==> config.mk <==
export PLATFORM = sky130hd
export DESIGN_NAME = ssw_supervisor
export DESIGN_NICKNAME = d
export VERILOG_FILES = /design/src/ssw_pkg.sv /design/src/ssw_supervisor.sv
export SDC_FILE = /design/constraint.sdc
export NUM_CORES = 1
export LEC_CHECK = 0
export BUFFER_PORTS_ARGS = -buffer_cell sky130_fd_sc_hd__buf_2
export CAP_MARGIN = 20
export CELL_PAD_IN_SITES_DETAIL_PLACEMENT = 0
export CELL_PAD_IN_SITES_GLOBAL_PLACEMENT = 2
export CORE_MARGIN = 4
export CORE_UTILIZATION = 30
export CTS_BUF_LIST = sky130_fd_sc_hd__clkbuf_2 sky130_fd_sc_hd__clkbuf_4 sky130_fd_sc_hd__clkbuf_8
export DETAILED_ROUTE_END_ITERATION = 8
export HOLD_SLACK_MARGIN = 0.03
export PLACE_DENSITY = 0.67
export SLEW_MARGIN = 10
export SYNTH_ARGS = -nofsm -noshare
export SYNTH_HDL_FRONTEND = slang
export SYNTH_SLANG_ARGS = --single-unit
==> constraint.sdc <==
create_clock -name clock -period 2.7 [get_ports clock]
set_input_delay 0.135 -clock clock [delete_from_list [all_inputs] [get_ports clock]]
set_output_delay 0.135 -clock clock [all_outputs]
set_load 0.02 [all_outputs]
==> src/ssw_pkg.sv <==
// Package for the supply supervisor with watchdog and push-button reset.
// Assumes a single 100 MHz clock; no software-visible registers.
package ssw_pkg;

  localparam int unsigned CLK_HZ = 100_000_000;
  localparam int unsigned CLK_PERIOD_NS = 10;

  // Reset hold time, in milliseconds
  localparam int unsigned HOLD_TIME_MS = 200;
  localparam int unsigned HOLD_CYCLES = HOLD_TIME_MS * (CLK_HZ / 1000);

  // Watchdog timeout, in milliseconds (1.6 s)
  localparam int unsigned WDOG_TIME_MS = 1600;
  localparam longint unsigned WDOG_CYCLES_L = longint'(WDOG_TIME_MS) * (CLK_HZ / 1000);
  localparam int unsigned WDOG_CYCLES = 32'(WDOG_CYCLES_L);

  // Shortest kick pulse that must be seen, in nanoseconds
  localparam int unsigned KICK_PULSE_NS = 50;
  localparam int unsigned KICK_PULSE_CYCLES = KICK_PULSE_NS / CLK_PERIOD_NS;

  // Cycles a kick input must stay undriven before it counts as floating
  localparam int unsigned FLOAT_CYCLES = 4;

  // Supervisor sequencing states
  typedef enum logic [1:0] {
    SSW_IDLE,
    SSW_HOLD_LOW,
    SSW_RECOVER
  } ssw_state_e;

  // Conditioned inputs after synchronisation
  typedef struct packed {
    logic supply_ok;
    logic push_n;
    logic kick;
    logic kick_float;
  } ssw_inputs_s;

  // Drive for the reset pins
  typedef struct packed {
    logic reset_n;
    logic reset_n_oe;
    logic reset_hi;
  } ssw_pins_s;

endpackage : ssw_pkg

==> src/ssw_supervisor.sv <==
// Supply supervisor reset generator with watchdog and manual push-button.
// Assumes supply_ok comes from an analog comparator outside; all pins are
// asynchronous and pass two flip-flops. The manual input's pull-up and the
// kick input's floating sense are modelled as an "open" indication per pin.
// Notes on behaviour
// - Reset output is low while supply is bad or manual input is low, and pulses low on any trigger.
// - After supply recovery, watchdog expiry or manual release, reset stays asserted for the hold time.
// - Reset holds for the whole time the manual input is low and for the hold time after release.
// - A kick input that stays at one level for the timeout makes the watchdog expire and assert reset.
// - Every kick edge clears the watchdog timer, and the timer stays cleared while reset is asserted.
// - A floating or tri-stated kick input disables the watchdog so it causes no reset.
// - The active-high reset output is the exact push-pull inverse of the active-low one.
// - Build options select watchdog, manual input, active-high output and open-drain drive.
// - An open manual input reads as high and never causes a reset.
// - A bad supply clears the hold timer, which restarts only once the supply is good again.
// - The watchdog timer starts counting as soon as reset is released.
// - A kick pulse as short as 50 ns is still seen as a valid service.
// - In open-drain form the active-low line is pulled low only during reset, else released.
`timescale 1ns/1ps
`default_nettype none
module ssw_supervisor
  import ssw_pkg::*;
#(
  parameter bit HAS_WATCHDOG = 1'b1,
  parameter bit HAS_MANUAL = 1'b1,
  parameter bit HAS_ACTIVE_HIGH = 1'b1,
  parameter bit OPEN_DRAIN = 1'b0,
  parameter int unsigned HOLD_COUNT = HOLD_CYCLES,
  parameter int unsigned WDOG_COUNT = WDOG_CYCLES
) (
  // Clock and reset
  input wire logic clock,
  input wire logic reset_n,
  // Supply comparator
  input wire logic supply_ok,
  // Manual push-button, with open-pin sense
  input wire logic manual_push_reset_n,
  input wire logic manual_push_open,
  // Watchdog kick, with floating-pin sense
  input wire logic watchdog_kick_in,
  input wire logic watchdog_kick_float,
  // Reset outputs
  output logic sys_reset_n_out,
  output logic sys_reset_n_oe,
  output logic sys_reset_hi
);

  localparam int HW = (HOLD_COUNT > 1) ? $clog2(HOLD_COUNT + 1) : 1;
  localparam int WW = (WDOG_COUNT > 1) ? $clog2(WDOG_COUNT + 1) : 1;
  localparam logic [HW-1:0] HOLD_LAST = HW'(HOLD_COUNT - 1);
  localparam logic [WW-1:0] WDOG_LAST = WW'(WDOG_COUNT - 1);

  // Any state but idle holds the system in reset
  function automatic logic in_reset(input ssw_state_e s);
    return s != SSW_IDLE;
  endfunction : in_reset

  // Refuse builds the counters or the edge detector cannot serve
  if (HOLD_COUNT < 1) begin : g_bad_hold
    $error("ssw_supervisor: HOLD_COUNT must be at least 1");
  end
  if (WDOG_COUNT < 2) begin : g_bad_wdog
    $error("ssw_supervisor: WDOG_COUNT must be at least 2");
  end
  if (KICK_PULSE_CYCLES < 2) begin : g_bad_pulse
    $error("ssw_supervisor: clock too slow for shortest kick pulse");
  end
  if (FLOAT_CYCLES < 2) begin : g_bad_float
    $error("ssw_supervisor: FLOAT_CYCLES must be at least 2");
  end

  // Two-stage synchronisers; stage one read only by stage two
  localparam int NPIN = 5;
  logic [NPIN-1:0] raw_pins;
  wire logic [NPIN-1:0] synced;
  ssw_inputs_s in_s;

  // Pins go straight into the first stage; no gate sits ahead of the flops
  assign raw_pins = {supply_ok, manual_push_reset_n, manual_push_open,
                     watchdog_kick_in, watchdog_kick_float};

  for (genvar i = 0; i < NPIN; i++) begin : g_sync
    logic sync1_reg;
    logic sync2_reg;
    always_ff @(posedge clock or negedge reset_n) begin
      if (!reset_n) begin
        sync1_reg <= 1'b0;
        sync2_reg <= 1'b0;
      end else begin
        sync1_reg <= raw_pins[i];
        sync2_reg <= sync1_reg;
      end
    end
    assign synced[i] = sync2_reg;
  end

  // An open manual pin reads high, as its pull-up would make it
  assign in_s = '{
    supply_ok: synced[4],
    push_n: synced[3] | synced[2],
    kick: synced[1],
    kick_float: synced[0]
  };

  // Kick sense state
  logic kick_prev_reg, kick_prev_next;
  logic [FLOAT_CYCLES-1:0] float_reg, float_next;
  logic kick_edge;
  logic wdog_enabled;

  always_comb begin
    // 50 ns spans five cycles, so the shortest pulse still shows both edges
    kick_edge = in_s.kick != kick_prev_reg;
    kick_prev_next = in_s.kick;
    // Floating must persist a few cycles; a briefly released driver is not floating
    float_next = {float_reg[FLOAT_CYCLES-2:0], in_s.kick_float};
    wdog_enabled = HAS_WATCHDOG && !(&float_reg);
  end

  always_ff @(posedge clock or negedge reset_n) begin
    if (!reset_n) begin
      kick_prev_reg <= 1'b0;
      float_reg <= '0;
    end else begin
      kick_prev_reg <= kick_prev_next;
      float_reg <= float_next;
    end
  end

  // Reset sequencing state
  ssw_state_e state_reg, state_next;
  logic [HW-1:0] hold_reg, hold_next;
  logic [WW-1:0] wdog_reg, wdog_next;
  logic push_low;
  logic wdog_expire;
  logic level_hold;
  logic assert_now;

  always_comb begin
    // Manual input ignored when omitted at build time
    push_low = HAS_MANUAL && !in_s.push_n;
    // Expiry only counts in idle; the timer sits at zero through any reset
    wdog_expire = wdog_enabled && !in_reset(state_reg) && (wdog_reg == WDOG_LAST);
    level_hold = !in_s.supply_ok || push_low;
    assert_now = level_hold || wdog_expire;
    state_next = state_reg;
    hold_next = hold_reg;
    wdog_next = wdog_reg;
    unique case (state_reg)
      SSW_IDLE: begin
        if (assert_now) begin
          state_next = level_hold ? SSW_HOLD_LOW : SSW_RECOVER;
          hold_next = '0;
          wdog_next = '0;
        end else if (kick_edge || !wdog_enabled) begin
          wdog_next = '0;
        end else begin
          wdog_next = wdog_reg + WW'(1);
        end
      end
      SSW_HOLD_LOW: begin
        hold_next = '0;
        wdog_next = '0;
        if (!level_hold) begin
          state_next = SSW_RECOVER;
        end
      end
      SSW_RECOVER: begin
        wdog_next = '0;
        if (level_hold) begin
          state_next = SSW_HOLD_LOW;
          hold_next = '0;
        end else if (hold_reg == HOLD_LAST) begin
          state_next = SSW_IDLE;
          hold_next = '0;
        end else begin
          hold_next = hold_reg + HW'(1);
        end
      end
    endcase
  end

  always_ff @(posedge clock or negedge reset_n) begin
    if (!reset_n) begin
      // Power-up runs a full hold before the first release
      state_reg <= SSW_HOLD_LOW;
      hold_reg <= '0;
      wdog_reg <= '0;
    end else begin
      state_reg <= state_next;
      hold_reg <= hold_next;
      wdog_reg <= wdog_next;
    end
  end

  // Pin drive follows the next state, so the pins come straight from flops
  ssw_pins_s pins_reg, pins_next;

  always_comb begin
    pins_next.reset_n = !in_reset(state_next);
    // Open drain only sinks; the line is left to its pull-up when released
    pins_next.reset_n_oe = OPEN_DRAIN ? in_reset(state_next) : 1'b1;
    pins_next.reset_hi = HAS_ACTIVE_HIGH && in_reset(state_next);
  end

  always_ff @(posedge clock or negedge reset_n) begin
    if (!reset_n) begin
      pins_reg <= '{reset_n: 1'b0, reset_n_oe: 1'b1, reset_hi: HAS_ACTIVE_HIGH};
    end else begin
      pins_reg <= pins_next;
    end
  end

  assign sys_reset_n_out = pins_reg.reset_n;
  assign sys_reset_n_oe = pins_reg.reset_n_oe;
  assign sys_reset_hi = pins_reg.reset_hi;

endmodule : ssw_supervisor
`default_nettype wire

==> results of run 1 <==
worst min-delay path by stage:
stage,from,to,slack (ns),cells past startpoint
global placement,manual_push_open,g_sync[2].sync1_reg,0.24,1
finish,g_sync[4].sync1_reg,g_sync[4].sync2_reg,0.35,0
CTS,g_sync[4].sync1_reg,g_sync[4].sync2_reg,0.35,0
floorplan,reset_n,float_reg[0],-0.16,0
global route,g_sync[4].sync1_reg,g_sync[4].sync2_reg,0.37,0
detailed placement,manual_push_open,g_sync[2].sync1_reg,0.24,1
layer usage:
layer	track usage	up-vias	share of wire
li1	-	1320	-
met1	0.1691	1310	0.48
met2	0.2067	29	0.47
met3	0.04473	9	0.029
met4	0.03364	0	0.015
met5	0	-	0
metrics by stage:
| step | instances | worst slack, ns |
|---|---|---|
| global route | 524 | 0.1280 |
| CTS | 524 | 0.2318 |
| floorplan | 352 | 0.4931 |
| finish | 524 | 0.2663 |
| global placement | 502 | 0.2856 |
| detailed placement | 502 | 0.2593 |
logic make-up (layout without fill, tap and decap cells):
group | after synthesis | after routing | synth area share
AO/OA/AOI/OAI | 65 | 65 | 0.1309
XOR/XNOR | 27 | 27 | 0.06648
adder cells (fa/ha/maj) | 5 | 5 | 0.01759
buffers and inverters | 25 | 54 | 0.03236
flip-flops | 72 | 72 | 0.5072
multiplexers | 1 | 1 | 0.002814
other | 1 | 1 | 0.001054
AND/OR/NAND/NOR | 156 | 156 | 0.2417
layout make-up:
| cell class | instances | area [µm²] | area share |
|---|---|---|---|
| multi-input cells | 255 | 1638 | 0.3971 |
| well taps | 143 | 178.9 | 0.04339 |
| inverters | 13 | 48.80 | 0.01183 |
| clock buffers | 9 | 123.9 | 0.03004 |
| clock inverters | 7 | 120.1 | 0.02913 |
| flip-flops and latches | 72 | 1804 | 0.4375 |
| repair buffers | 25 | 210.2 | 0.05097 |
repair_timing:
| action | in CTS | in global routing |
|---|---|---|
| setup buffers | 0 | 0 |
| hold buffers | 6 | 0 |
| setup endpoints to repair | 0 | 0 |
| endpoints found under the hold margin | 75 | 0 |
worst max-delay path: stages, from the launching register on:
cell	delay, ns
dfrtp_1	0.42
or4b_1	0.54
or4_4	0.55
o211ai_4	0.27
buf_4	0.23
o21ai_1	0.08
a22o_1	0.23
placed cells by master, fill, tap and decap left out, types with 3 or more instances in the layout:
cell type / instances
a21o_1: 3
o31ai_1: 3
xor2_1: 21
nor3_1: 7
ha_1: 5
nand4b_1: 3
a22o_1: 19
or4b_1: 4
bufinv_16: 3
and2_1: 6
buf_4: 10
and4_1: 5
nor2b_1: 14
xnor2_1: 6
nand3_1: 17
inv_1: 13
and3_1: 10
a21oi_1: 4
nor4_1: 6
nand2_1: 13
o21ai_0: 4
dfrtp_1: 70
dlygate4sd3_1: 6
clkbuf_8: 9
nor2_1: 42
nand4_1: 17
buf_2: 7
o21ai_1: 19
nor4b_1: 3
where the power goes:
part	internal, mW	switching, mW	total (mW)
combinational	0.169	0.268	0.437
sequential	1.13	0.0247	1.16
clock	0.615	0.440	1.06
total	1.92	0.733	2.65
==> results.json, run 1 <==
{
  "critPathLaunch": "hold_reg[15]",
  "hold_path_class": "flip-flop to flip-flop",
  "slew_headroom": 0.3754,
  "dr.pass1.iters": 4,
  "place_hpwl_mm": 5.237,
  "cp.required_ns": 2.95,
  "setup.worst_path.end": "hold_reg[14]",
  "clk_latency_ns": 0.35,
  "worst_pin_slew_ns": 0.9369,
  "path_max_fanout": 10,
  "drv_slew": 0,
  "largest_reg_flops": 28,
  "cts-root-buf": "clkbuf_8",
  "synth_area_leaders": "dfrtp_1 49%, xor2_1 5.2%, a22o_1 4.7%, nor2_1 4.4%, nand4_1 3.0%",
  "design_area_um2": 4124,
  "wl_mm": 7.949,
  "drv_cap": 0,
  "yosysTopAreaCellShare": 0.4924,
  "synth_edf_count": 0,
  "p_per_area_nw_per_um2": 642.4,
  "cts_buffers": 9,
  "path_clk_slew_ns": 0.08,
  "wl_per_cell_um": 15.17,
  "total_power_mw": 2.649,
  "cts_tree": "built",
  "drtIter0Drc": 138,
  "route.detailed.drc": 0,
  "drive_above_1_share": 0.1076,
  "p_leak_nw": 1.759,
  "io_pins": 10,
  "synth-async-reset-ratio": 1.000,
  "die_area_um2": 13660,
  "numPortBuffers": 8,
  "rsz0062_at_grt": "false",
  "r2r_end": "hold_reg[14]",
  "globalplace.congestion": 0.7263,
  "start_util": 0.3089,
  "setup_violations": 0,
  "cts_sinks": 72,
  "endpoint_kind": "flip-flop",
  "finalCriticalPeriod_ns": 2.434,
  "grt_overflow": 0,
  "crit_arrival_ns": 2.68,
  "nNetsFinal": 388,
  "ys_types": 51,
  "worstSetupStartpointType": "flip-flop",
  "holdWs_ns": 0.3525,
  "synthTopCellsByCount": "70 x dfrtp_1, 42 x nor2_1, 21 x xor2_1",
  "core_area_um2": 11520,
  "placed_area_um2": 3820,
  "die_w_um": 116.9,
  "fmax_mhz": 410.9,
  "syn_nets": 364,
  "reg2reg_depth": 6,
  "rr_startpoint": "hold_reg[15]",
  "antenna_found_initial": 0,
  "diodes": 0,
  "status": "finished, final reports clean",
  "utilization": 0.3581,
  "seq_area_frac_synth": 0.5072,
  "reg2reg_setup_slack_ns": 0.27,
  "netlist_instances": 352,
  "final_hold_viol_count": 0,
  "grt_first_pass_wirelength_mm": 13.84,
  "grt_max_degree": 73,
  "fp-row-count": 39,
  "crit_type": "flip-flop to flip-flop",
  "cts_resized": 0,
  "vdd_drop_max_v": 0.0003711,
  "yosysWarningCount": 0,
  "vias_per_cell": 5.092,
  "yosysMostFrequentCell": "dfrtp_1",
  "cts.htree.levels": 3,
  "grt_util_all_layers": 0.1296,
  "syn_avg_cell_area_um2": 10.11,
  "finalCritPeriodShare": 0.9014,
  "synth_ff_type": "dfrtp_1",
  "grt_pass1_vias": 2755,
  "fin_tns_setup_ns": 0,
  "synth_top_cell_by_area": "dfrtp_1",
  "fin_worst_skew_ns": 0.007176,
  "die-height_um": 116.9,
  "nFillCells": 1181,
  "ant_nets": 0,
  "num_vias": 2668,
  "synth_area_um2": 3557,
  "cts_buffer_depth": 2,
  "synth-seq-cells": 72,
  "syn2layout_area_growth_pct": 15.93
}
Power figures use the tool's default switching activity.
==> inputs of run 2 (changes only) <==
--- a/config.mk
+++ b/config.mk
@@ -5,7 +5,7 @@
 export SDC_FILE = /design/constraint.sdc
 export NUM_CORES = 1
 export LEC_CHECK = 0
-export BUFFER_PORTS_ARGS = -buffer_cell sky130_fd_sc_hd__buf_2
+export BUFFER_PORTS_ARGS = -buffer_cell sky130_fd_sc_hd__buf_4
 export CAP_MARGIN = 20
 export CELL_PAD_IN_SITES_DETAIL_PLACEMENT = 0
 export CELL_PAD_IN_SITES_GLOBAL_PLACEMENT = 2
==> results.json, run 2 (same netlist as run 1, synthesis figures left out) <==
{
  "dp_slack_ns": 0.2423,
  "utilization": 0.3538,
  "drv_slew": 0,
  "crit_arrival_ns": 2.71,
  "cp_slowest_stage_delay_ns": 0.56,
  "hold_path_class": "flip-flop to flip-flop",
  "final_cells": 524,
  "rsz0062_at_grt": "false",
  "p_per_area_nw_per_um2": 608.1,
  "path_clk_slew_ns": 0.09,
  "drive_above_1_share": 0.1076,
  "p_leak_nw": 1.738,
  "route.detailed.drc": 0,
  "placed_area_um2": 3812,
  "grt_max_degree": 73,
  "grt_overflow": 0,
  "fin_worst_skew_ns": 0.01220,
  "start_util": 0.3089,
  "rr_startpoint": "hold_reg[14]",
  "fp-row-count": 39,
  "multi_input_area_um2": 1638,
  "core_area_um2": 11520,
  "dr.pass1.iters": 4,
  "hp-start": "g_sync[2].sync1_reg",
  "wl_mm": 7.732,
  "numPortBuffers": 8,
  "status": "finished, final reports clean",
  "die_area_um2": 13660,
  "cts.htree.levels": 3,
  "cts_buffer_depth": 2,
  "layout_setup_ws_ns": 0.2228,
  "globalplace.congestion": 0.7092,
  "wl_per_cell_um": 14.76,
  "critPathLaunch": "hold_reg[14]",
  "path_cells": "or4b_1, or4_4, o211ai_4, buf_4, nand2b_1, o22ai_1",
  "drtIter0Drc": 135,
  "drv_cap": 0,
  "ant_nets": 0,
  "ff_latch_area_um2": 1804,
  "diodes": 0,
  "die_w_um": 116.9,
  "ctsHoldBuffers": 6,
  "design_area_um2": 4074,
  "cts_tree": "built",
  "layout_commonest_cell": "dfrtp_1",
  "cts_buffers": 9,
  "vias_per_cell": 5.010,
  "slew_headroom": 0.3819,
  "reg2reg_depth": 6,
  "nNetsFinal": 388,
  "setup_violations": 0,
  "fin_tns_setup_ns": 0,
  "num_vias": 2625,
  "dp_cells": 502,
  "syn2layout_area_growth_pct": 14.53,
  "cts_sinks": 72,
  "endpoint_kind": "flip-flop",
  "whs_path_depth": 0,
  "cpMaxStageDelayCell": "or4_4",
  "postCtsSetupBuffers": 0,
  "nFillCells": 1185,
  "cts_resized": 0,
  "most-common-layout-cells": "70 x dfrtp_1, 42 x nor2_1, 21 x xor2_1",
  "grt_first_pass_wirelength_mm": 13.81,
  "finalCriticalPeriod_ns": 2.477,
  "die-height_um": 116.9,
  "crit_type": "flip-flop to flip-flop",
  "largest_reg_flops": 28,
  "cts-root-buf": "clkbuf_8",
  "place_hpwl_mm": 5.132,
  "io_pins": 10,
  "antenna_found_initial": 0,
  "fmax_mhz": 403.7,
  "clk_latency_ns": 0.36,
  "finalCritPeriodShare": 0.9175,
  "cp.required_ns": 2.93,
  "worstSetupStartpointType": "flip-flop",
  "worst_pin_slew_ns": 0.9271,
  "grt_util_all_layers": 0.1286,
  "vdd_drop_max_v": 0.0003358,
  "path_max_fanout": 11,
  "grt_pass1_vias": 2755,
  "final_hold_viol_count": 0
}
-- run 2: cell types whose count changed in the layout (fill, tap and decap cells not counted) --
cell,previous run,this run
inv_6,0,3
buf_4,10,19
clkinv_4,2,1
bufinv_16,3,1
buf_2,7,0
buf_12,2,0
-- run 2: stage by stage --
step	hold WS [ns]	power, mW
4_1_cts	0.3548	2.519
3_3_place_gp	0.2451	1.614
6_report	0.3500	2.477
5_1_grt	0.3594	2.629
2_1_floorplan	-0.1606	1.474
3_5_place_dp	0.2461	1.608
-- run 2: layout make-up --
cell class / instances / area share
clock inverter: 7 / 0.01904
timing repair buffer: 25 / 0.04975
tap: 143 / 0.04392
inverter: 13 / 0.01198
multi-input combinational: 255 / 0.4020
sequential: 72 / 0.4429
clock buffer: 9 / 0.03041
-- run 2: layer usage --
layer,up-vias,routed length (µm),track usage
met4,0,89,0.03899
met3,9,223,0.03496
met1,1272,3782,0.1722
li1,1318,-,-
met5,-,0,0
met2,26,3638,0.2040
-- run 2: power by group --
group | switching [mW] | internal (mW) | total [mW]
clock | 0.451 | 0.436 | 0.887
combinational | 0.259 | 0.171 | 0.430
sequential | 0.0277 | 1.13 | 1.16
total | 0.737 | 1.74 | 2.48
-- run 2: path summary, 6_finish.rpt --
kind	end	slack, ns
min	g_sync[2].sync2_reg	0.35
min reg2reg	g_sync[2].sync2_reg	0.35
max in group asynchronous	hold_reg[16]	1.64
max	hold_reg[1]	0.22
max reg2reg	hold_reg[1]	0.22
min in group asynchronous	wdog_reg[20]	0.46
-- run 2: worst max-delay path: cells and delay by family, from the launching register on --
kind / cells / cell delay [ns]
compound gates: 2 / 0.39
simple gates: 3 / 1.29
buf+inv: 1 / 0.25
flops: 1 / 0.43
